[src/hw/adcc_defines.svh]
// register offsets, field positions, reset values and timing counts
`ifndef ADCC_DEFINES_SVH
`define ADCC_DEFINES_SVH

`define ADCC_ADDR_W 3
`define ADCC_OFF_CTRL 3'h0
`define ADCC_OFF_RES_LO 3'h1
`define ADCC_OFF_RES_HI 3'h2
`define ADCC_OFF_INSEL 3'h3
`define ADCC_OFF_SFR 3'h4

`define ADCC_CTRL_EN 7
`define ADCC_CTRL_START 6
`define ADCC_CTRL_FREE 5
`define ADCC_CTRL_FLAG 4
`define ADCC_CTRL_IRQEN 3
`define ADCC_INSEL_LADJ 5
`define ADCC_SFR_HS 4

`define ADCC_CTRL_RESET 8'h00
`define ADCC_INSEL_RESET 8'h00
`define ADCC_SFR_RESET 8'h00
`define ADCC_RESULT_RESET 10'h000

`define ADCC_FIRST_CYC 5'h19
`define ADCC_NORMAL_CYC 5'h0d

`endif

[src/hw/adcc_pkg.sv]
// types shared by the conversion control modules
package adcc_pkg;

	typedef enum logic {ADCC_IDLE, ADCC_CONV} adcc_state_e;

	typedef logic [9:0] adcc_result_t;

	typedef struct packed {
		logic [6:0] cnt_r;
		logic tick_r;
	} adcc_presc_s;

	typedef struct packed {
		adcc_state_e state_r;
		logic enable_r;
		logic busy_r;
		logic free_r;
		logic flag_r;
		logic irq_en_r;
		logic [2:0] div_sel_r;
		logic left_adj_r;
		logic [3:0] channel_r;
		logic [1:0] ref_r;
		logic high_speed_r;
		logic [3:0] act_channel_r;
		logic [1:0] act_ref_r;
		logic first_pend_r;
		logic long_conv_r;
		logic [4:0] cyc_r;
		adcc_result_t result_r;
		logic locked_r;
		logic sample_r;
		logic irq_r;
		logic [7:0] rdata_r;
	} adcc_regs_s;

endpackage : adcc_pkg

[src/hw/adcc_prescaler.sv]
// converter clock prescaler producing one tick per divided period
`include "adcc_defines.svh"

module adcc_prescaler
	import adcc_pkg::*;
(
	// clock and reset
	input wire logic clk,
	input wire logic resetn,
	// control
	input wire logic enable,
	input wire logic [2:0] div_sel,
	input wire logic high_speed,
	// converter clock tick
	output logic tick
);

	adcc_presc_s s_r;
	adcc_presc_s s_nxt;
	logic [2:0] shift;
	logic [6:0] last;

	always_comb
	begin
		shift = (div_sel == 3'h0) ? 3'h1 : div_sel;
		if (high_speed && shift > 3'h1)
			shift = shift - 3'h1;
		last = 7'((8'h01 << shift) - 8'h01);
		s_nxt = s_r;
		s_nxt.tick_r = 1'b0;
		if (!enable)
			s_nxt.cnt_r = 7'h00;
		else if (s_r.cnt_r >= last)
		begin
			s_nxt.cnt_r = 7'h00;
			s_nxt.tick_r = 1'b1;
		end
		else
			s_nxt.cnt_r = s_r.cnt_r + 7'h01;
	end

	always_ff @(posedge clk or negedge resetn)
	begin
		if (!resetn)
			s_r <= '0;
		else
			s_r <= s_nxt;
	end

	assign tick = s_r.tick_r;

endmodule : adcc_prescaler

[src/hw/adcc_top.sv]
// conversion control for a 10-bit converter with its register file
// Function
// - enable bit powers the converter; clearing it aborts a running conversion
// - single mode: each conversion starts on a written one to start bit
// - first conversion after enable lasts 25 converter clocks, later ones 13
// - start bit reads one while converting, clears itself on completion unless free-running starts the next conversion
// - writing zero to the start bit is ignored
// - free-running select converts back to back; clearing it stops this
// - done flag sets when a conversion ends and results are updated
// - interrupt request when flag, interrupt enable and global enable are set
// - done flag clears when the processor vectors to the handler
// - writing one to done flag clears it; zero leaves it
// - divider select: codes 0,1 divide by 2, then 4 up to 128
// - after low byte read, results freeze until high byte read
// - right adjust: high byte holds bits 9:8, low byte bits 7:0
// - left adjust: high byte holds bits 9:2, low byte bits 1:0 on top
// - high-speed select halves the divider for codes 2 to 7, giving a faster conversion rate
// - left-adjust changes take effect on the result view at once
// - channel and reference changes apply only after the running conversion
// - result code 0x000 is ground, 0x3FF is reference minus one step
//
// Decided for this implementation: the plain strobed port and the address map.
`include "adcc_defines.svh"

module adcc_top
	import adcc_pkg::*;
(
	// clock and reset
	input wire logic CLK_SYS,
	input wire logic RESETN,
	// register port
	input wire logic [`ADCC_ADDR_W-1:0] ADDR,
	input wire logic [7:0] WDATA,
	input wire logic WR,
	input wire logic RD,
	output logic [7:0] RDATA,
	// processor interrupt
	input wire logic GLOBAL_IRQ_EN,
	input wire logic IRQ_ACK,
	output logic IRQ,
	// analog front end
	input wire adcc_pkg::adcc_result_t ANA_RESULT,
	output logic ANA_POWER,
	output logic ANA_SAMPLE,
	output logic ANA_HIGH_SPEED,
	output logic [3:0] ANA_CHANNEL,
	output logic [1:0] ANA_REF
);

	adcc_regs_s s_r;
	adcc_regs_s n;
	logic tick;
	logic [4:0] last_cyc;
	logic [7:0] res_hi;
	logic [7:0] res_lo;
	logic wr_ctrl;
	logic do_start;

	adcc_prescaler u_presc (
		.clk(CLK_SYS),
		.resetn(RESETN),
		.enable(s_r.enable_r),
		.div_sel(s_r.div_sel_r),
		.high_speed(s_r.high_speed_r),
		.tick(tick)
	);

	always_comb
	begin
		n = s_r;
		n.sample_r = 1'b0;
		n.rdata_r = 8'h00;
		do_start = 1'b0;
		wr_ctrl = WR && ADDR == `ADCC_OFF_CTRL;
		last_cyc = s_r.long_conv_r ? `ADCC_FIRST_CYC - 5'h01 :
			`ADCC_NORMAL_CYC - 5'h01;

		// result view follows the present adjust setting
		if (s_r.left_adj_r)
		begin
			res_hi = s_r.result_r[9:2];
			res_lo = {s_r.result_r[1:0], 6'h00};
		end
		else
		begin
			res_hi = {6'h00, s_r.result_r[9:8]};
			res_lo = s_r.result_r[7:0];
		end

		// register reads
		if (RD)
		begin
			unique case (ADDR)
				`ADCC_OFF_CTRL:
					n.rdata_r = {s_r.enable_r, s_r.busy_r, s_r.free_r,
						s_r.flag_r, s_r.irq_en_r, s_r.div_sel_r};
				`ADCC_OFF_RES_LO:
				begin
					n.rdata_r = res_lo;
					n.locked_r = 1'b1;
				end
				`ADCC_OFF_RES_HI:
				begin
					n.rdata_r = res_hi;
					n.locked_r = 1'b0;
				end
				`ADCC_OFF_INSEL:
					n.rdata_r = {s_r.ref_r, s_r.left_adj_r, 1'b0,
						s_r.channel_r};
				`ADCC_OFF_SFR:
					n.rdata_r = {3'h0, s_r.high_speed_r, 4'h0};
				default:
					n.rdata_r = 8'h00;
			endcase
		end

		// flag clears come first so a same-cycle completion wins
		if (IRQ_ACK)
			n.flag_r = 1'b0;
		if (wr_ctrl && WDATA[`ADCC_CTRL_FLAG])
			n.flag_r = 1'b0;

		// register writes
		if (wr_ctrl)
		begin
			n.enable_r = WDATA[`ADCC_CTRL_EN];
			n.free_r = WDATA[`ADCC_CTRL_FREE];
			n.irq_en_r = WDATA[`ADCC_CTRL_IRQEN];
			n.div_sel_r = WDATA[2:0];
			if (WDATA[`ADCC_CTRL_EN] && !s_r.enable_r)
				n.first_pend_r = 1'b1;
		end
		if (WR && ADDR == `ADCC_OFF_INSEL)
		begin
			n.ref_r = WDATA[7:6];
			n.left_adj_r = WDATA[`ADCC_INSEL_LADJ];
			n.channel_r = WDATA[3:0];
		end
		if (WR && ADDR == `ADCC_OFF_SFR)
			n.high_speed_r = WDATA[`ADCC_SFR_HS];

		// conversion sequencing
		if (!n.enable_r)
		begin
			n.state_r = ADCC_IDLE;
			n.busy_r = 1'b0;
			n.cyc_r = 5'h00;
		end
		else
		begin
			unique case (s_r.state_r)
				ADCC_IDLE:
					// a written zero does nothing
					if (wr_ctrl && WDATA[`ADCC_CTRL_START])
						do_start = 1'b1;
				ADCC_CONV:
					if (tick)
					begin
						if (s_r.cyc_r == last_cyc)
						begin
							n.busy_r = 1'b0;
							n.state_r = ADCC_IDLE;
							if (!s_r.locked_r)
							begin
								n.result_r = ANA_RESULT;
								n.flag_r = 1'b1;
							end
							if (n.free_r)
								do_start = 1'b1;
						end
						else
							n.cyc_r = s_r.cyc_r + 5'h01;
					end
			endcase
		end

		if (do_start)
		begin
			n.state_r = ADCC_CONV;
			n.busy_r = 1'b1;
			n.cyc_r = 5'h00;
			n.long_conv_r = n.first_pend_r;
			n.first_pend_r = 1'b0;
			n.sample_r = 1'b1;
		end

		// selections reach the front end only between conversions
		if (n.state_r == ADCC_IDLE || do_start)
		begin
			n.act_channel_r = n.channel_r;
			n.act_ref_r = n.ref_r;
		end

		n.irq_r = n.flag_r && n.irq_en_r && GLOBAL_IRQ_EN;
	end

	always_ff @(posedge CLK_SYS or negedge RESETN)
	begin
		if (!RESETN)
		begin
			s_r <= '0;
			s_r.state_r <= ADCC_IDLE;
			s_r.result_r <= `ADCC_RESULT_RESET;
		end
		else
			s_r <= n;
	end

	assign RDATA = s_r.rdata_r;
	assign IRQ = s_r.irq_r;
	assign ANA_POWER = s_r.enable_r;
	assign ANA_SAMPLE = s_r.sample_r;
	assign ANA_HIGH_SPEED = s_r.high_speed_r;
	assign ANA_CHANNEL = s_r.act_channel_r;
	assign ANA_REF = s_r.act_ref_r;

endmodule : adcc_top

[config.mk]
export PLATFORM = sky130hd
export DESIGN_NAME = adcc_top
export DESIGN_NICKNAME = d
export VERILOG_FILES = /design/src/hw/adcc_pkg.sv /design/src/hw/adcc_prescaler.sv /design/src/hw/adcc_top.sv
export VERILOG_INCLUDE_DIRS = /design/src /design/src/hw
export SDC_FILE = /design/constraint.sdc
export NUM_CORES = 1
export LEC_CHECK = 0
export ABC_CLOCK_PERIOD_IN_PS = 3500
export BUFFER_PORTS_ARGS = -buffer_cell sky130_fd_sc_hd__buf_2
export CORE_UTILIZATION = 24
export CTS_CLUSTER_DIAMETER = 30
export CTS_CLUSTER_SIZE = 14
export DETAILED_ROUTE_END_ITERATION = 6
export PLACE_DENSITY_LB_ADDON = 0.25
export SLEW_MARGIN = 20
export SYNTH_ARGS = -nofsm -noshare
export SYNTH_HDL_FRONTEND = slang
export SYNTH_SLANG_ARGS = --single-unit
export TNS_END_PERCENT = 50
[constraint.sdc]
create_clock -name CLK_SYS -period 3.5 [get_ports CLK_SYS]
set_input_delay 0.35 -clock CLK_SYS [delete_from_list [all_inputs] [get_ports CLK_SYS]]
set_output_delay 0.35 -clock CLK_SYS [all_outputs]
set_load 0.05 [all_outputs]
* After elaboration in Yosys (flattened, before gate mapping)
Cells that the tools add are included.
** Storage, ports and cells
- Bits in registers :: 59
- Bits of input ports :: 27
- Output and inout bits :: 18
- Word-level logic and storage cells :: 109
** Cells by class
- Add/subtract/negate cells :: 4
- $lt $le $gt $ge :: 2
- Eq/ne operators :: 9
- Shift-type cells :: 1
- Muxes and demuxes :: 49
- Bitwise logic cells :: 3
- Reductions and logical operators :: 18
** Operator list (number)
- $pmux W8 S5 :: 1
- $mux W15 :: 2
- $mux W1 :: 29
- $mux W8 :: 3
- $mux W7 :: 3
- $mux W10 :: 2
- $mux W5 :: 3
- $logic_and A1 B1 Y1 :: 9
- $add A7 B1 Y7 const B :: 1
- $ge A7 B7 Y1 :: 1
- $shl A1 B3 Y7 const A :: 1
- $sub A7 B1 Y7 const B :: 1
- $eq A3 B2 Y1 const B :: 2
- $logic_not A3 Y1 :: 2
- $mux W3 :: 2
- $mux W6 :: 1
- $ne A3 B1 Y1 const B :: 2
- $reduce_and A3 Y1 :: 2
- $add A5 B1 Y5 const B :: 1
- $eq A5 B5 Y1 :: 1
- $reduce_and A5 Y1 :: 1
- $mux W4 :: 1
- $pmux W1 S2 :: 2
- $eq A3 B1 Y1 const B :: 1
- 10 further kinds :: 12

* Longest topological paths before layout
Gate-level depths: netlist (run 1).
- Depth after elaboration :: 11
- Gate-level depth with buffers :: 15

* Hierarchy
A second synthesis (run 1) with hierarchy kept.
** Second synthesis, totals
- Cell total of the unflattened synthesis :: 286
- Area total of the unflattened synthesis :: 3176.8 µm²
** By module, submodules not included
- adcc_top :: instances 1, cells an instance 204, area each 2451.1 µm², seq. area each 1276.2 µm²
- adcc_prescaler :: instances 1, cells an instance 82, area each 725.7 µm², seq. area each 200.2 µm²

* Worst setup path after synthesis (run 1)
No wires, ideal clock.
- Kind :: register to register
- Start point :: register s_r[43] (netlist bit)
- End point :: register u_presc.s_r[3] (netlist bit)
- Setup time :: 0.076 ns
- Arrival time :: 2.908 ns
- Setup slack :: 0.516 ns
- Cell stages (with the launch flop) :: 16
- Path buffers :: 0
- Period minus slack after synthesis :: 2.984 ns
- Cell sequence :: dfrtp_1 -> nor2_1 -> nor2_1 -> ha_1 -> nand2_1 -> mux2_2 -> nor2_1 -> nand2_1 -> ha_1 -> nor3_1 -> a21oi_1 -> ha_1 -> o211a_1 -> a221oi_1 -> o211ai_1 -> nor2_1
** RTL lines
- start: declaration :: line adcc_top.sv:50 : adcc_regs_s s_r;
- start signal: assignment :: line adcc_top.sv:206 : s_r <= n;
- end signal: assignment :: line adcc_prescaler.sv:47 : s_r <= s_nxt;
- end: declaration :: line adcc_prescaler.sv:18 : adcc_presc_s s_r;

==> results.ini, run 1 <==
[run_status]
status = completed

[hold_path]
hold_path.class = input pin to asynchronous set/reset pin

[sta]
period_share_pct = 92.43
fin_tns_setup_ns = 0
hold_viol = 0
min_period_ns = 3.235
setup_viol = 0
tightest_slew_ns = 0.8423
drv_slew = 0
relSlewSlack_pct = 43.85
finClkSkew_ns = 0.008123
fin_hold_ws_ns = 0.1327
grt_setup_unrepaired = no
fmax_ghz = 0.3091

[global_route]
grt_pass1_vias = 2226
antenna_found_initial = 0
gr-total-overflow = 0
grt.total_usage_pct = 12.01
grt_pass1_wl_um = 12110
grt_max_degree = 37

[cells_and_area]
fin_nets = 360
syn_to_final_growth_pct = 20.10
final_cell_mix = dfrtp_1, buf_2, nor2_1
layout_commonest_cell = dfrtp_1
final_area_um2 = 3745
drive_above_1_share_pct = 26.38

[die]
die-area_um2 = 13450
ios = 45
die_w_um = 116.0
rows = 41
initial_core_util_pct = 24.71
fp.coreArea_um2 = 12620
die_h_um = 116.0

[synthesis]
syn-num-nets = 325
ys_seq_elements = 59
synth.avg_cell_area_um2 = 10.90
ys_seq_area_share_pct = 47.35
ys_warn_count = 0
yosys_most_used_dff = dfrtp_1
synth.distinct_cells = 51
synthArstFlopShare_pct = 100.0
netlist_area_um2 = 3118
syn_inst = 286
synth-edff-count = 0

[clocking]
clk_latency_ns = 0.32
cts-root-buf = clkbuf_16
clock-sinks = 59
cts_htree_levels = 3
path_clk_slew_ns = 0.05
cts_hold_buf = 0
clock_path_buffers = 2
cts_tree = yes
tritoncts.num_buffers = 9

[worst_setup_path]
end_kind = flop
start_kind = flop
ff2ff_path_depth = 16
rr_startpoint = s_r[44]
worst_ep_required_time_ns = 3.75
crit_type = flop to flop
critPathArrivalTime_ns = 3.49
reg2reg_slack_ns = 0.26
r2r_end = u_presc.s_r[5]
critPathMaxFanout = 7

[place]
place_area_um2 = 3420
gp_congestion = 0.7968
port_buffers = 44
dp_hpwl_um = 5615

[power]
vdd_drop_max_mv = 0.3368
leakage_nw = 1.754
power_density_nw_per_um2 = 607.0

[drt]
via_per_inst = 4.557
wl_per_cell_um = 14.84
via_count = 2274
dr.pass1.iters = 4
drc = 0
ant_nets = 0
wl_um = 7403
drt-initial-drc-count = 132

[run]
drv_cap = 0

[critical path: stages (launching register included)]
cell	delay (ns)
dfrtp_1	0.44
nor2_1	0.15
nor2_1	0.06
ha_1	0.18
nand2_1	0.07
mux2_2	0.36
nor2_1	0.18
nand2_1	0.10
ha_1	0.24
nor3_1	0.20
a21oi_1	0.07
ha_1	0.31
o211a_1	0.15
a221oi_2	0.25
o211ai_1	0.13
buf_4	0.18
nor2_1	0.11
[synthesized netlist by cell type (all sizes together) (2+ instances only)]
| library cell | number | area [um2] |
|---|---|---|
| buf | 19 | 137.6 |
| and3 | 5 | 31.28 |
| nand2 | 20 | 75.07 |
| nor3 | 5 | 25.02 |
| nor4b | 2 | 38.78 |
| o21ai | 8 | 40.03 |
| clkbuf | 5 | 18.77 |
| nor3b | 3 | 22.52 |
| a211oi | 8 | 60.06 |
| mux2 | 27 | 304.0 |
| a31oi | 3 | 18.77 |
| o2111ai | 2 | 41.29 |
| nand3 | 8 | 40.04 |
| ha | 12 | 150.1 |
| xnor2 | 5 | 43.79 |
| inv | 14 | 52.55 |
| a221oi | 9 | 78.83 |
| o211ai | 4 | 35.03 |
| mux2i | 6 | 72.57 |
| a21o | 2 | 15.01 |
| nand2b | 4 | 25.02 |
| nor2b | 4 | 25.02 |
| nor2 | 23 | 86.33 |
| and2 | 2 | 12.51 |
| dfrtp | 59 | 1476 |
| xor2 | 3 | 26.28 |
| a21oi | 10 | 50.05 |
[cells by family (layout without fill, tap and decap cells)]
family,count (synthesis),count (layout),share of synthesized area (%)
other cells,0,1,0
buf+inv,39,79,6.862
mux,33,33,12.08
fa+ha+maj,12,12,4.815
flops,59,59,47.35
compound gates,54,54,13.08
xor+xnor,8,8,2.247
simple gates,81,81,13.56
[repair_timing]
action                                 CTS  global route
endpoints found under the hold margin    0             0
buffers inserted                         0             1
gates resized for setup                  0             1
setup endpoints to repair                0             7
[flip-flops by register name, indices dropped and copies added (netlist names)]
| name | flops |
|---|---|
| ANA_POWER | 1 |
| ANA_REF | 2 |
| ANA_SAMPLE | 1 |
| s_r | 33 |
| u_presc.tick | 1 |
| ANA_HIGH_SPEED | 1 |
| u_presc.s_r | 7 |
| IRQ | 1 |
| RDATA | 8 |
| ANA_CHANNEL | 4 |
[worst max-delay path by stage]
stage / startpoint / end / slack (ns) / cells past startpoint
floorplan: s_r[43] / u_presc.s_r[3] / 0.52 / 15
global placement: s_r[44] / u_presc.s_r[3] / 0.34 / 15
detailed placement: s_r[44] / u_presc.s_r[5] / 0.19 / 15
CTS: s_r[44] / u_presc.s_r[5] / 0.18 / 15
global route: s_r[44] / u_presc.s_r[5] / 0.04 / 16
finish: s_r[44] / u_presc.s_r[5] / 0.26 / 16
[layer usage]
layer	routed length (um)	share of wire (%)	GRT usage, %	vias to the layer above
met5	0	0	0	-
met4	61	0.82	2.564	0
met3	574	7.8	4.603	5
met2	3198	43	17.30	71
met1	3569	48	16.94	1114
li1	-	-	-	1084
[stage by stage]
step,setup WS [ns],instances,utilization (%),power [mW]
after detailed placement,0.1943,481,27.10,1.356
final,0.2649,499,29.67,2.273
after global routing,0.04125,498,29.65,2.403
after CTS,0.1787,497,29.55,2.296
after global placement,0.3434,481,27.10,1.347
after floorplan,0.5158,286,-,1.237
[final cells by class]
class	count	area, um2
Fill cell	1327	8875
Sequential cell	59	1476
Multi-Input combinational cell	188	1434
Timing Repair Buffer	48	250.2
Clock buffer	10	229.0
Tap cell	172	215.2
Clock inverter	6	80.08
Inverter	15	57.56
Antenna cell	1	2.502
[report_power, final]
group	total, mW	switching (mW)	internal [mW]	leakage [nW]
sequential	0.847	0.0840	0.763	0.774
clock	0.919	0.302	0.617	0.156
combinational	0.507	0.313	0.194	0.824
total	2.27	0.699	1.57	1.75
(Power assumes the default switching activity.)
==> inputs of run 2 (changes only) <==
Settings changed: GPL_ROUTABILITY_DRIVEN set to 1, PLACE_DENSITY set to 0.5, PLACE_DENSITY_LB_ADDON 0.25 to unset.
==> run 2 against run 1 <==
Against the previous run:
- final cell count is the same
- sequential cell count is the same
- die area is the same
- power grew 1.7%
- register-to-register slack lost 0.02 ns
- sequential power is essentially flat
- critical path depth is the same
- clock-buffer cell count grew 2
- highest routed layer unchanged
==> results.ini, run 2 (synthesis gave the netlist of run 1 again) <==
[power]
leakage_nw = 1.761
power_density_nw_per_um2 = 612.6
power_mw = 2.311
vdd_drop_max_mv = 0.2338

[worst_setup_path]
crit_type = flop to flop
crit_chain = nor2_1 > nor2_1 > ha_1 > nand2_1 > mux2_2 > nor2_1 > nand2_1 > ha_1 > nor3_1 > a21oi_1 > ha_1 > o211a_1 > a221oi_2 > o211ai_1 > buf_4 > nor2_1
end_kind = flop
critPathArrivalTime_ns = 3.50
cp_top_family = simple AND/OR/NAND/NOR gates
critPathMaxFanout = 7
slowest_delay_ns = 0.45
start_kind = flop
ff2ff_path_depth = 16
path_buf_inv = 1
cpMaxStageDelayCell = dfrtp_1
worst_ep_required_time_ns = 3.75
cp_common_cell = nor2_1
crit_cells = 16

[global_route]
grt_pass1_vias = 2182
grt.total_usage_pct = 11.51
antenna_found_initial = 0
grt_max_degree = 41
gr-total-overflow = 0
grt_pass1_wl_um = 11550

[cells_and_area]
register_area_um2 = 1476
layout_commonest_cell = dfrtp_1
fin_cells = 499
n_antenna_cell = 0
multiInputGateArea_um2 = 1434
largest_register_ffs = 33
drive_above_1_share_pct = 26.30
fillCellCount = 1332
final_cell_mix = dfrtp_1, buf_2, nor2_1
fin_nets = 361
largest-register = s_r
syn_to_final_growth_pct = 20.99

[die]
ios = 45
initial_core_util_pct = 24.71
die-area_um2 = 13450
die_w_um = 116.0
die_h_um = 116.0
rows = 41
fp.coreArea_um2 = 12620

[drt]
ant_nets = 0
via_per_inst = 4.463
via_count = 2227
wl_um = 7159
dr.pass1.iters = 4
drt-initial-drc-count = 95
drc = 0
wl_per_cell_um = 14.35

[sta]
min_period_ns = 3.257
finClkSkew_ns = 0.009316
relSlewSlack_pct = 66.08
drv_slew = 0
fmax_ghz = 0.3070
layout_setup_ws_ns = 0.2431
fin_hold_ws_ns = 0.2381
hold_viol = 0
setup_viol = 0
tightest_slew_ns = 0.4946
period_share_pct = 93.05

[run_status]
status = completed

[clocking]
cts_tree = yes
cts_htree_levels = 3
clk_latency_ns = 0.32
tritoncts.num_buffers = 9
path_clk_slew_ns = 0.05
clock_path_buffers = 2
cts-root-buf = clkbuf_16
clock-sinks = 59

[place]
port_buffers = 44
dp_hpwl_um = 5404
gp_congestion = 0.7842
placed_cells = 481
dp_slack_ns = 0.1905

[run]
drv_cap = 0

[hold_path]
holdPathStages = 2
hold_path.class = input pin to flop

==> run 2: changes by cell type in the layout (fill, tap and decap cells not counted) <==
cell and delta:
clkinv_2 -3, clkbuf_8 +2, clkinvlp_4 +1, diode_2 -1, dlygate4sd3_1 +1
==> run 2: where the power goes <==
part | switching, mW | internal (mW)
clock network | 0.296 | 0.660
logic | 0.314 | 0.195
registers | 0.0829 | 0.763
==> run 2: path summary, 6_finish.rpt <==
| check | from | end | slack (ns) |
|---|---|---|---|
| worst max-delay path | s_r[44] | u_presc.s_r[1] | 0.24 |
| min in group asynchronous | RESETN | s_r[22] | 0.51 |
| max in group asynchronous | RESETN | s_r[39] | 2.12 |
| worst min-delay path | ANA_RESULT[9] | s_r[20] | 0.24 |
| worst max register to register | s_r[44] | u_presc.s_r[1] | 0.24 |
| worst min register to register | ANA_CHANNEL[2] | ANA_CHANNEL[2] | 0.48 |
==> run 2: repair_timing <==
item | 4_1_cts | 5_1_grt
setup endpoints to repair | 0 | 7
endpoints found under the hold margin | 19 | 0
hold buffers | 1 | 0
resized for setup | 0 | 1
setup buffers | 0 | 1
==> run 2: area by class of cell <==
type	instances	share of cell area, %
clock buffers	12	6.799
well taps	172	5.705
repair buffers	49	6.899
multi-input cells	188	38.01
clock inverters	4	1.924
flip-flops and latches	59	39.14
inverters	15	1.526
==> run 2: layer usage <==
layer  track usage (%)  up-vias  share of wire, %
li1                  -     1076                 -
met1             16.03     1077                50
met2             16.79       65                43
met3             2.929        9               4.9
met4             4.957        0               1.7
met5                 0        -                 0
==> run 2: worst reg2reg max path: cells and delay by family (launching register included) <==
family / cells / cell delay (ns)
simple gates: 7 / 0.84
mux: 1 / 0.36
flops: 1 / 0.45
buf+inv: 1 / 0.18
fa+ha+maj: 3 / 0.75
compound gates: 4 / 0.59
==> run 2: stage by stage <==
stage	utilization (%)	instance area [um2]	TNS [ns]
after floorplan	-	3118	0
after global placement	27.10	3420	0
after detailed placement	27.10	3420	0
after CTS	29.78	3759	0
after global routing	29.89	3772	-0.001311
final	29.89	3772	0
